**src/rtl/sqsr_pkg.sv**
```systemverilog
// Purpose: shared constants and types for the self-test and qa status bank
// Assumes: 24-bit serial frames, 8-bit address then 16-bit data, msb first
// Notes:   read address is the write address with the read flag set
`default_nettype none

package sqsr_pkg;

  // frame shape
  localparam int unsigned DW         = 16;
  localparam logic [4:0]  FRAME_BITS = 5'h18;
  localparam logic [4:0]  ADDR_LAST  = 5'h07;

  // addresses
  localparam logic [7:0] ADDR_DIAG = 8'h54;
  localparam logic [7:0] ADDR_FET1 = 8'h5c;
  localparam logic [7:0] ADDR_PROG = 8'hd0;
  localparam logic [7:0] ADDR_STAT = 8'hd8;
  localparam logic [7:0] READ_FLAG = 8'h80;

  // pin slots in the synchroniser
  localparam int PIN_SCLK = 0;
  localparam int PIN_CSN  = 1;
  localparam int PIN_MOSI = 2;

  // diag fields
  localparam int DIAG_FORCE = 0;
  localparam int DIAG_RERUN = 4;

  // status fields
  localparam int STAT_LPASS = 5;
  localparam int STAT_LEND  = 4;
  localparam int STAT_APASS = 1;
  localparam int STAT_AEND  = 0;

  // progress fields and reset values
  localparam int         PROG_ACC_LSB = 8;
  localparam int         PROG_SEQ_LSB = 4;
  localparam int         PROG_PRV_LSB = 0;
  localparam logic [3:0] ACC_RST      = 4'h0;
  localparam logic [3:0] SEQ_RST      = 4'h0;
  localparam logic [3:0] PRV_RST      = 4'hf;

  // fet control fields
  localparam int FET_MANUAL   = 11;
  localparam int FET_RMID_LSB = 8;
  localparam int FET_SAVE_CL  = 7;
  localparam int FET_NDIAG    = 5;
  localparam int FET_COMP     = 4;
  localparam int FET_TYPE_LSB = 2;
  localparam int FET_START    = 1;
  localparam int FET_STOP     = 0;

  typedef struct packed {
    logic [3:0] acc;
    logic [3:0] seq;
    logic [3:0] prev;
  } sqsr_qa_t;

  typedef struct packed {
    logic busy;
    logic done;
    logic pass;
  } sqsr_bist_t;

  typedef struct packed {
    logic       manual_test;
    logic [2:0] rmid_on;
    logic       ndiag_sel;
    logic       comp_sel;
    logic [1:0] test_type;
    logic       stop;
  } sqsr_fet_cfg_t;

  typedef enum logic [1:0] {
    SQSR_IDLE,
    SQSR_SHIFT,
    SQSR_SKIP
  } sqsr_frame_t;

endpackage : sqsr_pkg

`default_nettype wire

```
**src/rtl/sqsr_regs.sv**
```systemverilog
// Purpose: serial-reached self-test, fault pin and qa status registers
// Assumes: serial mode 0, pins asynchronous, test engines on clk_i
// Notes:   miso is a three-signal pin, enable high while driven
`timescale 1ns/1ps
`default_nettype none

// Notes on behaviour
// qa error total read at bits 11:8, read only
// current qa sequence number at bits 7:4, resets to zero
// previous expected qa answer at bits 3:0, resets to all ones
// force bit 0 drives fault indicator low; zero means normal
// writing one to rerun bit 4 requests both self-tests again
// rerun honoured only while a self-test has been judged failed
// rerun bit clears itself when the self-tests restart
// no failure means a rerun write starts nothing
// pass flags bit 5 and bit 1 show logic and analog results
// finished flags bit 4 and bit 0 set only on completion
// serial port silent for frames begun while the logic self-test runs
// status registers ignore writes
// result and finished flags hold until rerun or reset
module sqsr_regs (
  input  wire logic               clk_i,
  input  wire logic               rstn_i,
  input  wire logic               spi_sclk_i,
  input  wire logic               spi_csn_i,
  input  wire logic               spi_mosi_i,
  output logic                    spi_miso_o,
  output logic                    spi_miso_oe_o,
  input  wire sqsr_pkg::sqsr_qa_t   qa_i,
  input  wire sqsr_pkg::sqsr_bist_t logic_selftest_i,
  input  wire sqsr_pkg::sqsr_bist_t analog_selftest_i,
  input  wire logic               fault_i,
  output logic                    fault_ind_n_o,
  output logic                    selftest_restart_o,
  input  wire logic               fet_unlock_i,
  output sqsr_pkg::sqsr_fet_cfg_t fet_cfg_o,
  output logic                    fet_start_o,
  output logic                    fet_save_clear_o
);

  logic [2:0]            pin_a_q;
  logic [2:0]            pin_b_q;
  logic [2:0]            pin_c_q;
  logic [2:0]            pin_q;
  logic [2:0]            pin_prev_q;
  logic                  sclk_rise;
  logic                  sclk_fall;
  logic                  cs_fall;
  logic                  cs_rise;
  sqsr_pkg::sqsr_frame_t fr_q;
  logic [4:0]            cnt_q;
  logic [23:0]           sh_q;
  logic [15:0]           tx_q;
  logic                  miso_q;
  logic                  miso_oe_q;
  logic                  wr_q;
  logic [7:0]            wr_addr_q;
  logic [15:0]           wr_data_q;
  logic                  force_q;
  logic                  rerun_q;
  logic                  restart_q;
  logic                  lend_q;
  logic                  lpass_q;
  logic                  aend_q;
  logic                  apass_q;
  logic                  failed;
  sqsr_pkg::sqsr_qa_t    qa_q;
  sqsr_pkg::sqsr_fet_cfg_t fet_q;
  logic                  fet_start_q;
  logic                  save_cl_q;
  logic                  fault_n_q;

  // pin synchroniser, value moves once stages two and three agree
  always_ff @(posedge clk_i or negedge rstn_i) begin
    if (!rstn_i) begin
      pin_a_q    <= 3'h2;
      pin_b_q    <= 3'h2;
      pin_c_q    <= 3'h2;
      pin_q      <= 3'h2;
      pin_prev_q <= 3'h2;
    end else begin
      pin_a_q    <= {spi_mosi_i, spi_csn_i, spi_sclk_i};
      pin_b_q    <= pin_a_q;
      pin_c_q    <= pin_b_q;
      pin_q      <= (pin_q & (pin_b_q ^ pin_c_q))
                  | (pin_c_q & ~(pin_b_q ^ pin_c_q));
      pin_prev_q <= pin_q;
    end
  end

  assign sclk_rise = pin_q[sqsr_pkg::PIN_SCLK]
                   & ~pin_prev_q[sqsr_pkg::PIN_SCLK];
  assign sclk_fall = ~pin_q[sqsr_pkg::PIN_SCLK]
                   & pin_prev_q[sqsr_pkg::PIN_SCLK];
  assign cs_fall   = ~pin_q[sqsr_pkg::PIN_CSN]
                   & pin_prev_q[sqsr_pkg::PIN_CSN];
  assign cs_rise   = pin_q[sqsr_pkg::PIN_CSN]
                   & ~pin_prev_q[sqsr_pkg::PIN_CSN];

  // read decode, unmapped and write-only bits read zero
  function automatic logic [15:0] rd_word(input logic [7:0] a);
    logic [15:0] w;
    w = 16'h0000;
    unique case (a)
      sqsr_pkg::ADDR_DIAG | sqsr_pkg::READ_FLAG:
        w[sqsr_pkg::DIAG_FORCE] = force_q;
      sqsr_pkg::ADDR_FET1 | sqsr_pkg::READ_FLAG: begin
        w[sqsr_pkg::FET_MANUAL] = fet_q.manual_test;
        w[sqsr_pkg::FET_RMID_LSB +: 3] = fet_q.rmid_on;
        w[sqsr_pkg::FET_NDIAG] = fet_q.ndiag_sel;
        w[sqsr_pkg::FET_COMP] = fet_q.comp_sel;
        w[sqsr_pkg::FET_TYPE_LSB +: 2] = fet_q.test_type;
        w[sqsr_pkg::FET_STOP] = fet_q.stop;
      end
      sqsr_pkg::ADDR_PROG: begin
        w[sqsr_pkg::PROG_ACC_LSB +: 4] = qa_q.acc;
        w[sqsr_pkg::PROG_SEQ_LSB +: 4] = qa_q.seq;
        w[sqsr_pkg::PROG_PRV_LSB +: 4] = qa_q.prev;
      end
      sqsr_pkg::ADDR_STAT: begin
        w[sqsr_pkg::STAT_LPASS] = lpass_q;
        w[sqsr_pkg::STAT_LEND]  = lend_q;
        w[sqsr_pkg::STAT_APASS] = apass_q;
        w[sqsr_pkg::STAT_AEND]  = aend_q;
      end
      default: w = 16'h0000;
    endcase
    return w;
  endfunction : rd_word

  // frame engine
  always_ff @(posedge clk_i or negedge rstn_i) begin
    if (!rstn_i) begin
      fr_q      <= sqsr_pkg::SQSR_IDLE;
      cnt_q     <= 5'h00;
      sh_q      <= 24'h000000;
      tx_q      <= 16'h0000;
      miso_q    <= 1'b0;
      wr_q      <= 1'b0;
      wr_addr_q <= 8'h00;
      wr_data_q <= 16'h0000;
    end else begin
      wr_q <= 1'b0;
      unique case (fr_q)
        sqsr_pkg::SQSR_IDLE: begin
          if (cs_fall) begin
            fr_q   <= logic_selftest_i.busy ? sqsr_pkg::SQSR_SKIP
                                            : sqsr_pkg::SQSR_SHIFT;
            cnt_q  <= 5'h00;
            sh_q   <= 24'h000000;
            miso_q <= 1'b0;
          end
        end
        sqsr_pkg::SQSR_SHIFT: begin
          if (cs_rise) begin
            fr_q      <= sqsr_pkg::SQSR_IDLE;
            wr_q      <= (cnt_q == sqsr_pkg::FRAME_BITS);
            wr_addr_q <= sh_q[23:16];
            wr_data_q <= sh_q[15:0];
          end else if (sclk_rise) begin
            sh_q <= {sh_q[22:0], pin_q[sqsr_pkg::PIN_MOSI]};
            if (cnt_q != sqsr_pkg::FRAME_BITS) begin
              cnt_q <= cnt_q + 5'h01;
            end
            if (cnt_q == sqsr_pkg::ADDR_LAST) begin
              tx_q <= rd_word({sh_q[6:0], pin_q[sqsr_pkg::PIN_MOSI]});
            end
          end else if (sclk_fall && cnt_q > sqsr_pkg::ADDR_LAST) begin
            miso_q <= tx_q[15];
            tx_q   <= {tx_q[14:0], 1'b0};
          end
        end
        sqsr_pkg::SQSR_SKIP: begin
          if (cs_rise) begin
            fr_q <= sqsr_pkg::SQSR_IDLE;
          end
        end
        default: fr_q <= sqsr_pkg::SQSR_IDLE;
      endcase
    end
  end

  // miso driven only inside an accepted frame
  always_ff @(posedge clk_i or negedge rstn_i) begin
    if (!rstn_i) begin
      miso_oe_q <= 1'b0;
    end else begin
      miso_oe_q <= (fr_q == sqsr_pkg::SQSR_SHIFT)
                 & ~pin_q[sqsr_pkg::PIN_CSN];
    end
  end

  assign failed = (lend_q & ~lpass_q) | (aend_q & ~apass_q);

  // diag register and rerun request
  always_ff @(posedge clk_i or negedge rstn_i) begin
    if (!rstn_i) begin
      force_q   <= 1'b0;
      rerun_q   <= 1'b0;
      restart_q <= 1'b0;
    end else begin
      restart_q <= rerun_q;
      if (rerun_q) begin
        rerun_q <= 1'b0;
      end else if (wr_q && wr_addr_q == sqsr_pkg::ADDR_DIAG) begin
        rerun_q <= wr_data_q[sqsr_pkg::DIAG_RERUN] & failed;
      end
      if (wr_q && wr_addr_q == sqsr_pkg::ADDR_DIAG) begin
        force_q <= wr_data_q[sqsr_pkg::DIAG_FORCE];
      end
    end
  end

  // self-test result and finished flags, completion beats restart
  always_ff @(posedge clk_i or negedge rstn_i) begin
    if (!rstn_i) begin
      lend_q  <= 1'b0;
      lpass_q <= 1'b0;
      aend_q  <= 1'b0;
      apass_q <= 1'b0;
    end else begin
      if (logic_selftest_i.done) begin
        lend_q  <= 1'b1;
        lpass_q <= logic_selftest_i.pass;
      end else if (restart_q) begin
        lend_q  <= 1'b0;
        lpass_q <= 1'b0;
      end
      if (analog_selftest_i.done) begin
        aend_q  <= 1'b1;
        apass_q <= analog_selftest_i.pass;
      end else if (restart_q) begin
        aend_q  <= 1'b0;
        apass_q <= 1'b0;
      end
    end
  end

  // qa progress snapshot, never written from the port
  always_ff @(posedge clk_i or negedge rstn_i) begin
    if (!rstn_i) begin
      qa_q <= '{acc: sqsr_pkg::ACC_RST, seq: sqsr_pkg::SEQ_RST,
                prev: sqsr_pkg::PRV_RST};
    end else begin
      qa_q <= qa_i;
    end
  end

  // fet control, lockable bits need the unlock level
  always_ff @(posedge clk_i or negedge rstn_i) begin
    if (!rstn_i) begin
      fet_q       <= '0;
      fet_start_q <= 1'b0;
      save_cl_q   <= 1'b0;
    end else begin
      fet_start_q <= 1'b0;
      save_cl_q   <= 1'b0;
      if (wr_q && wr_addr_q == sqsr_pkg::ADDR_FET1) begin
        fet_q.ndiag_sel <= wr_data_q[sqsr_pkg::FET_NDIAG];
        fet_q.comp_sel  <= wr_data_q[sqsr_pkg::FET_COMP];
        fet_q.test_type <= wr_data_q[sqsr_pkg::FET_TYPE_LSB +: 2];
        fet_q.stop      <= wr_data_q[sqsr_pkg::FET_STOP];
        save_cl_q       <= wr_data_q[sqsr_pkg::FET_SAVE_CL];
        fet_start_q     <= fet_unlock_i
                         & wr_data_q[sqsr_pkg::FET_START]
                         & ~wr_data_q[sqsr_pkg::FET_STOP];
        if (fet_unlock_i) begin
          fet_q.manual_test <= wr_data_q[sqsr_pkg::FET_MANUAL];
          fet_q.rmid_on     <= wr_data_q[sqsr_pkg::FET_RMID_LSB +: 3];
        end
      end
      if (!fet_unlock_i) begin
        fet_q.manual_test <= 1'b0;
        fet_q.rmid_on     <= 3'h0;
      end
    end
  end

  // fault indicator, active low
  always_ff @(posedge clk_i or negedge rstn_i) begin
    if (!rstn_i) begin
      fault_n_q <= 1'b1;
    end else begin
      fault_n_q <= ~(force_q | fault_i);
    end
  end

  assign spi_miso_o         = miso_q;
  assign spi_miso_oe_o      = miso_oe_q;
  assign fault_ind_n_o      = fault_n_q;
  assign selftest_restart_o = restart_q;
  assign fet_cfg_o          = fet_q;
  assign fet_start_o        = fet_start_q;
  assign fet_save_clear_o   = save_cl_q;
endmodule : sqsr_regs

`default_nettype wire

```
**config.mk**
```make
export PLATFORM = sky130hd
export DESIGN_NAME = sqsr_regs
export DESIGN_NICKNAME = d
export VERILOG_FILES = /design/src/rtl/sqsr_pkg.sv /design/src/rtl/sqsr_regs.sv
export SDC_FILE = /design/constraint.sdc
export NUM_CORES = 1
export LEC_CHECK = 0
export BUFFER_PORTS_ARGS = -buffer_cell sky130_fd_sc_hd__buf_2
export CAP_MARGIN = 10
export CORE_ASPECT_RATIO = 1.5
export CORE_MARGIN = 2
export CORE_UTILIZATION = 35
export CTS_CLUSTER_DIAMETER = 120
export DETAILED_ROUTE_END_ITERATION = 10
export PLACE_DENSITY = 0.52
export SKIP_CTS_REPAIR_TIMING = 1
export SLEW_MARGIN = 20
export SYNTH_ARGS = -nofsm -noshare
export SYNTH_HDL_FRONTEND = slang
export SYNTH_SLANG_ARGS = --single-unit
export TNS_END_PERCENT = 30
```
**constraint.sdc**
```tcl
create_clock -name clk_i -period 1.65 [get_ports clk_i]
set_input_delay 0.2475 -clock clk_i [delete_from_list [all_inputs] [get_ports clk_i]]
set_output_delay 0.2475 -clock clk_i [all_outputs]
set_load 0.05 [all_outputs]
```
**Yosys cells after proc, flatten, opt, wreduce, memory -nomap -nowiden**

Cells that the tools add are included.

- Flip-flop bits (word level): 115
- Bits of input ports: 25
- Output and inout port bits: 15
- Word-level logic and storage cells: 136

- Add/sub/neg operators: 1
- Order comparisons: 1
- Equal/unequal tests: 20
- Mux-type cells: 40
- Bitwise gates (word level): 26
- Reduce and logical (&&, ||, !) cells: 15

Operator list:

| cell | count |
|---|---|
| two-way mux 24 bit | 3 |
| two-way mux 16 bit | 3 |
| case mux 24 bit (2 select lines) | 1 |
| equality test 8 bit (second input constant) | 4 |
| two-way mux 5 bit | 4 |
| equality test 8 x 7 -> 1 bit (second input constant) | 2 |
| two-way mux 1 bit | 15 |
| inequality test 2 bit (second input constant) | 6 |
| AND 1 bit | 10 |
| case mux 5 bit (2 select lines) | 1 |
| AND reduction 5 bit | 2 |
| two-way mux 9 bit | 1 |
| NOT 1 bit | 9 |
| two-way mux 2 bit | 4 |
| case mux 2 bit (2 select lines) | 2 |
| case mux 4 bit (2 select lines) | 1 |
| AND reduction 4 bit | 2 |
| nonzero test 2 bit | 4 |
| AND 3 bit | 2 |
| inequality test 2 x 1 -> 1 bit (second input constant) | 3 |
| case mux 2 bit (3 select lines) | 1 |
| adder 5 x 1 -> 5 bit (second input constant) | 1 |
| equality test 5 x 3 -> 1 bit (second input constant) | 1 |
| equality test 5 bit (second input constant) | 1 |
| 15 further kinds | 20 |

**Depth between registers and ports, before layout**

- Depth in word-level cells: 7
- Gate-level depth with buffers: 8
- Mapped depth without buffers: 7

**Least setup slack after synthesis**

OpenSTA, ideal clock, no wires.

- Path kind: flip-flop to flip-flop
- Start: register fr_q[0]
- End: register cnt_q[4]
- Setup time: 0.124 ns
- Arrival time: 1.608 ns
- Required time: 1.526 ns
- Slack: -0.082 ns
- Stages on the path, launching flop included: 8
- Path buffers: 0
- Period minus slack after synthesis: 1.732 ns
- Cells stage by stage: dfrtp_1 inv_1 ha_1 and3b_1 and2b_4 a31oi_4 a41o_1 a211o_1

- Longest elaborated chain between the ends: 3
- Elaborated cells on any way between the ends: 9
- Classes of those cells: 5 x eq/ne; 1 x mux; 3 x reduce/logical

Ends and longest elaborated chain:

| element | line | source |
|---|---|---|
| from (decl) | sqsr_regs.sv:50 | `sqsr_pkg::sqsr_frame_t fr_q;` |
| from (signal assigned) | sqsr_regs.sv:134 | `fr_q <= sqsr_pkg::SQSR_IDLE;` |
| from (signal assigned) | sqsr_regs.sv:147 | `fr_q <= logic_selftest_i.busy ? sqsr_pkg::SQSR_SKIP` |
| from (signal assigned) | sqsr_regs.sv:156 | `fr_q <= sqsr_pkg::SQSR_IDLE;` |
| equality test 2 x 1 -> 1 bit / zero test 2 bit (equally long branches) | sqsr_regs.sv:144 | `unique case (fr_q)` |
| inequality test 2 bit (no source line) / nonzero test 2 bit (equally long branches) | - |  |
| AND reduction 5 bit (no source line) | - |  |
| to (signal assigned) | sqsr_regs.sv:163 | `cnt_q <= cnt_q + 5'h01;` |
| to (decl) | sqsr_regs.sv:51 | `logic [4:0] cnt_q;` |

Parallel ways exist; a longest one is shown, timed or not.
A chain may end at the register's enable or synchronous reset.

**Worst setup path in the final report**

- Start: register fr_q[0]
- End: register sh_q[0]

- Longest elaborated chain between the ends: 3
- Elaborated cells on any way between the ends: 8
- Classes of those cells: 4 x eq/ne; 1 x mux; 3 x reduce/logical

Ends and longest elaborated chain:

| element | line | source |
|---|---|---|
| equality test 2 x 1 -> 1 bit / zero test 2 bit (equally long branches) | sqsr_regs.sv:144 |  |
| inequality test 2 bit (no source line) / nonzero test 2 bit (equally long branches) | - |  |
| AND reduction 4 bit (no source line) | - |  |
| to (signal assigned) | sqsr_regs.sv:161 | `sh_q <= {sh_q[22:0], pin_q[sqsr_pkg::PIN_MOSI]};` |
| to (decl) | sqsr_regs.sv:52 | `logic [23:0] sh_q;` |

Parallel ways exist; a longest one is shown, timed or not.

==> results.json <==
{
  "outcome": "finished, violations left",
  "violations": "negative setup slack",
  "drc": 0,
  "finalSetupViolations": 29,
  "layout_min_cycle_time_ps": 1770,
  "cp.required_ps": 1930,
  "hpwl_um": 6400,
  "rsz0062_at_grt": "yes",
  "fp.dieH_um": 144,
  "synthFlopType": "dfrtp_1",
  "start_kind": "flip-flop",
  "place_congestion": 0.745,
  "hold_violations": 0,
  "area_growth_pct": 32.2,
  "synth_area_leaders": "dfrtp_1 (57%), mux2_2 (6.4%), dfstp_2 (5.7%)",
  "grt_overflow": 0,
  "final_max_slew_viol_count": 0,
  "r2r-start": "fr_q[0]$_DFFE_PN0P_",
  "critPathKind": "flip-flop to flip-flop",
  "synth_common_cells": "dfrtp_1 (104), nand2_1 (63), o21ai_0 (30)",
  "syn_area_per_cell_um2": 11.5,
  "syn-num-nets": 427,
  "synth-seq-cells": 114,
  "synth_top_cell_area_share_pct": 56.8,
  "nFillCells": 1191,
  "arrival_ps": 2050,
  "cts-htree-levels": 4,
  "antenna_found_initial": 0,
  "viasPerCell": 4.80,
  "hold_class": "input pin to flip-flop",
  "end_kind": "flip-flop",
  "drt_iter0_drc": 101,
  "cts.path.max_buffers": 2,
  "ys_seq_area_share_pct": 62.5,
  "finalCritPeriodShare_pct": 107,
  "cts_tree": "done",
  "synth_area_leader_cell": "dfrtp_1",
  "fin_nets": 515,
  "multi_input_area_mm2": 0.00167,
  "pin_count": 40,
  "tightestPinTransition_ps": 363,
  "max_slew_margin_pct": 75.5,
  "cts-root-buf": "clkbuf_16",
  "worst_slack_ps": -121,
  "die_area_mm2": 0.0140,
  "max_freq_ghz": 0.565,
  "rr_worst_depth": 7,
  "grt_first_pass_wirelength_um": 15800,
  "clk_latency_ps": 410,
  "yosysMostFrequentCell": "dfrtp_1",
  "reg2reg_to": "sh_q[0]$_DFFE_PN0P_",
  "async_reset_ff_share_pct": 100,
  "leakage_nw": 2.84,
  "min_to": "aend_q$_DFFE_PN0P_",
  "port_buffers": 38,
  "yosysUniqueCellTypes": 48,
  "drive_gt1_share_pct": 32.5,
  "die-width_um": 97.4,
  "syn-cell-area_mm2": 0.00458,
  "dp_cells": 605,
  "grt_pass1_vias": 3266,
  "ant_nets": 0,
  "r2r_setup_slack_ps": -120,
  "start_util_pct": 35.6,
  "holdPathStages": 2,
  "drt_pass1_iterations": 4,
  "clk_pin_slew_worst_paths_ps": 50,
  "finalPower_mw": 7.66,
  "cts_buffers": 17,
  "dpl_worst_slack_ps": -167,
  "grt_max_degree": 50,
  "yosys_warnings": 0,
  "synthCells": 398,
  "drv_cap": 0,
  "clock-skew-final_ps": 9.08,
  "ir_drop_mv": 0.609,
  "drt-total-wl_um": 9750,
  "num_antenna_cells": 0,
  "holdWs_ps": 45.1,
  "setup_tns_ps": -2620,
  "track_usage_pct": 14.4,
  "worstHoldStart": "analog_selftest_i[1]",
  "stdcell_count": 658,
  "synth-edff-count": 0,
  "regArea_mm2": 0.00287,
  "cp_max_fo": 24,
  "cts_sinks": 114,
  "post_drt_wl_per_cell_um": 14.8,
  "core_area_mm2": 0.0129,
  "route.vias.total": 3157,
  "rows": 51,
  "power.density_mw_per_mm2": 1270,
  "crit_start": "fr_q[0]$_DFFE_PN0P_"
}
## how the worst max path moves through the flow
stage          cells after the start                   end
3_5_place_dp                       7  cnt_q[1]$_DFFE_PN0P_
6_report                           7   sh_q[0]$_DFFE_PN0P_
3_3_place_gp                       7  cnt_q[4]$_DFFE_PN0P_
4_1_cts                            7  cnt_q[1]$_DFFE_PN0P_
2_1_floorplan                      7  cnt_q[4]$_DFFE_PN0P_
5_1_grt                            8  cnt_q[3]$_DFFE_PN0P_
## critical path, cell delays in order, from the launching register on
cell	delay (ps)
dfrtp_1	380
inv_2	60
ha_4	160
and3b_1	180
and2b_4	180
a31oi_4	320
clkbuf_16	270
o21ai_0	90
## through the flow
step	utilization, %	cell area, um^2
floorplan	-	4590
global placement	40.1	5170
detailed placement	40.1	5170
CTS	44.7	5760
global route	47.0	6060
finish	47.0	6060
## cells by family (layout without fill, tap and decap cells)
group	Yosys count	after routing	synth area share, %
flip-flops	114	114	62.5
AND/OR/NAND/NOR	131	131	13.8
buffers and inverters	33	134	2.98
adder cells (fa/ha/maj)	7	7	1.75
AO/OA/AOI/OAI	79	79	10.6
multiplexers	34	34	8.41
## flip-flops by register name (all words and copies together), names as in the netlist, 2 cells and up, named ones only
| signal | flops |
|---|---|
| pin_c_q | 3 |
| wr_data_q | 11 |
| sh_q | 24 |
| qa_q | 12 |
| pin_a_q | 3 |
| wr_addr_q | 8 |
| fr_q | 2 |
| pin_prev_q | 2 |
| tx_q | 16 |
| cnt_q | 5 |
| pin_b_q | 3 |
| fet_cfg_o | 9 |
## layout make-up
cell class                 count  share of cell area, %
sequential                   114                   47.3
clock buffer                  21                   7.77
multi-input combinational    251                   27.6
timing repair buffer          88                   11.4
clock inverter                11                   1.84
tap                          159                   3.28
inverter                      14                  0.867
## placed cells by master (no fill, tap or decap), types with 3 or more instances in the layout
| cell type | n |
|---|---|
| nor2_1 | 14 |
| a22o_1 | 3 |
| dlygate4sd3_1 | 17 |
| nand2_1 | 63 |
| nor2_2 | 7 |
| nand2b_1 | 4 |
| o21ai_1 | 13 |
| maj3_1 | 3 |
| dfstp_2 | 10 |
| buf_2 | 37 |
| nor2b_1 | 7 |
| a21oi_1 | 16 |
| buf_4 | 28 |
| clkbuf_16 | 18 |
| buf_12 | 5 |
| o21ai_0 | 23 |
| dfrtp_1 | 104 |
| a22oi_1 | 9 |
| inv_1 | 12 |
| clkbuf_8 | 3 |
| nand3_1 | 7 |
| nor3_1 | 7 |
| o22ai_1 | 3 |
| clkinv_2 | 7 |
| mux2i_1 | 7 |
| mux2_2 | 26 |
## routing by layer
metal  global-route usage (%)  wire length [um]  vias to the layer above
met3                     3.67               225                       16
met4                     7.31               209                        0
met2                     25.8              5280                       42
met1                     15.7              4040                     1543
li1                         -                 -                     1556
met5                        0                 0                        -
## where the power goes
part	internal (mW)	leakage, nW	switching, mW
sequential	2.92	1.50	0.0857
combinational	0.496	1.05	0.591
clock	2.32	0.292	1.25
Note: power is estimated with default switching activity, not from simulation.
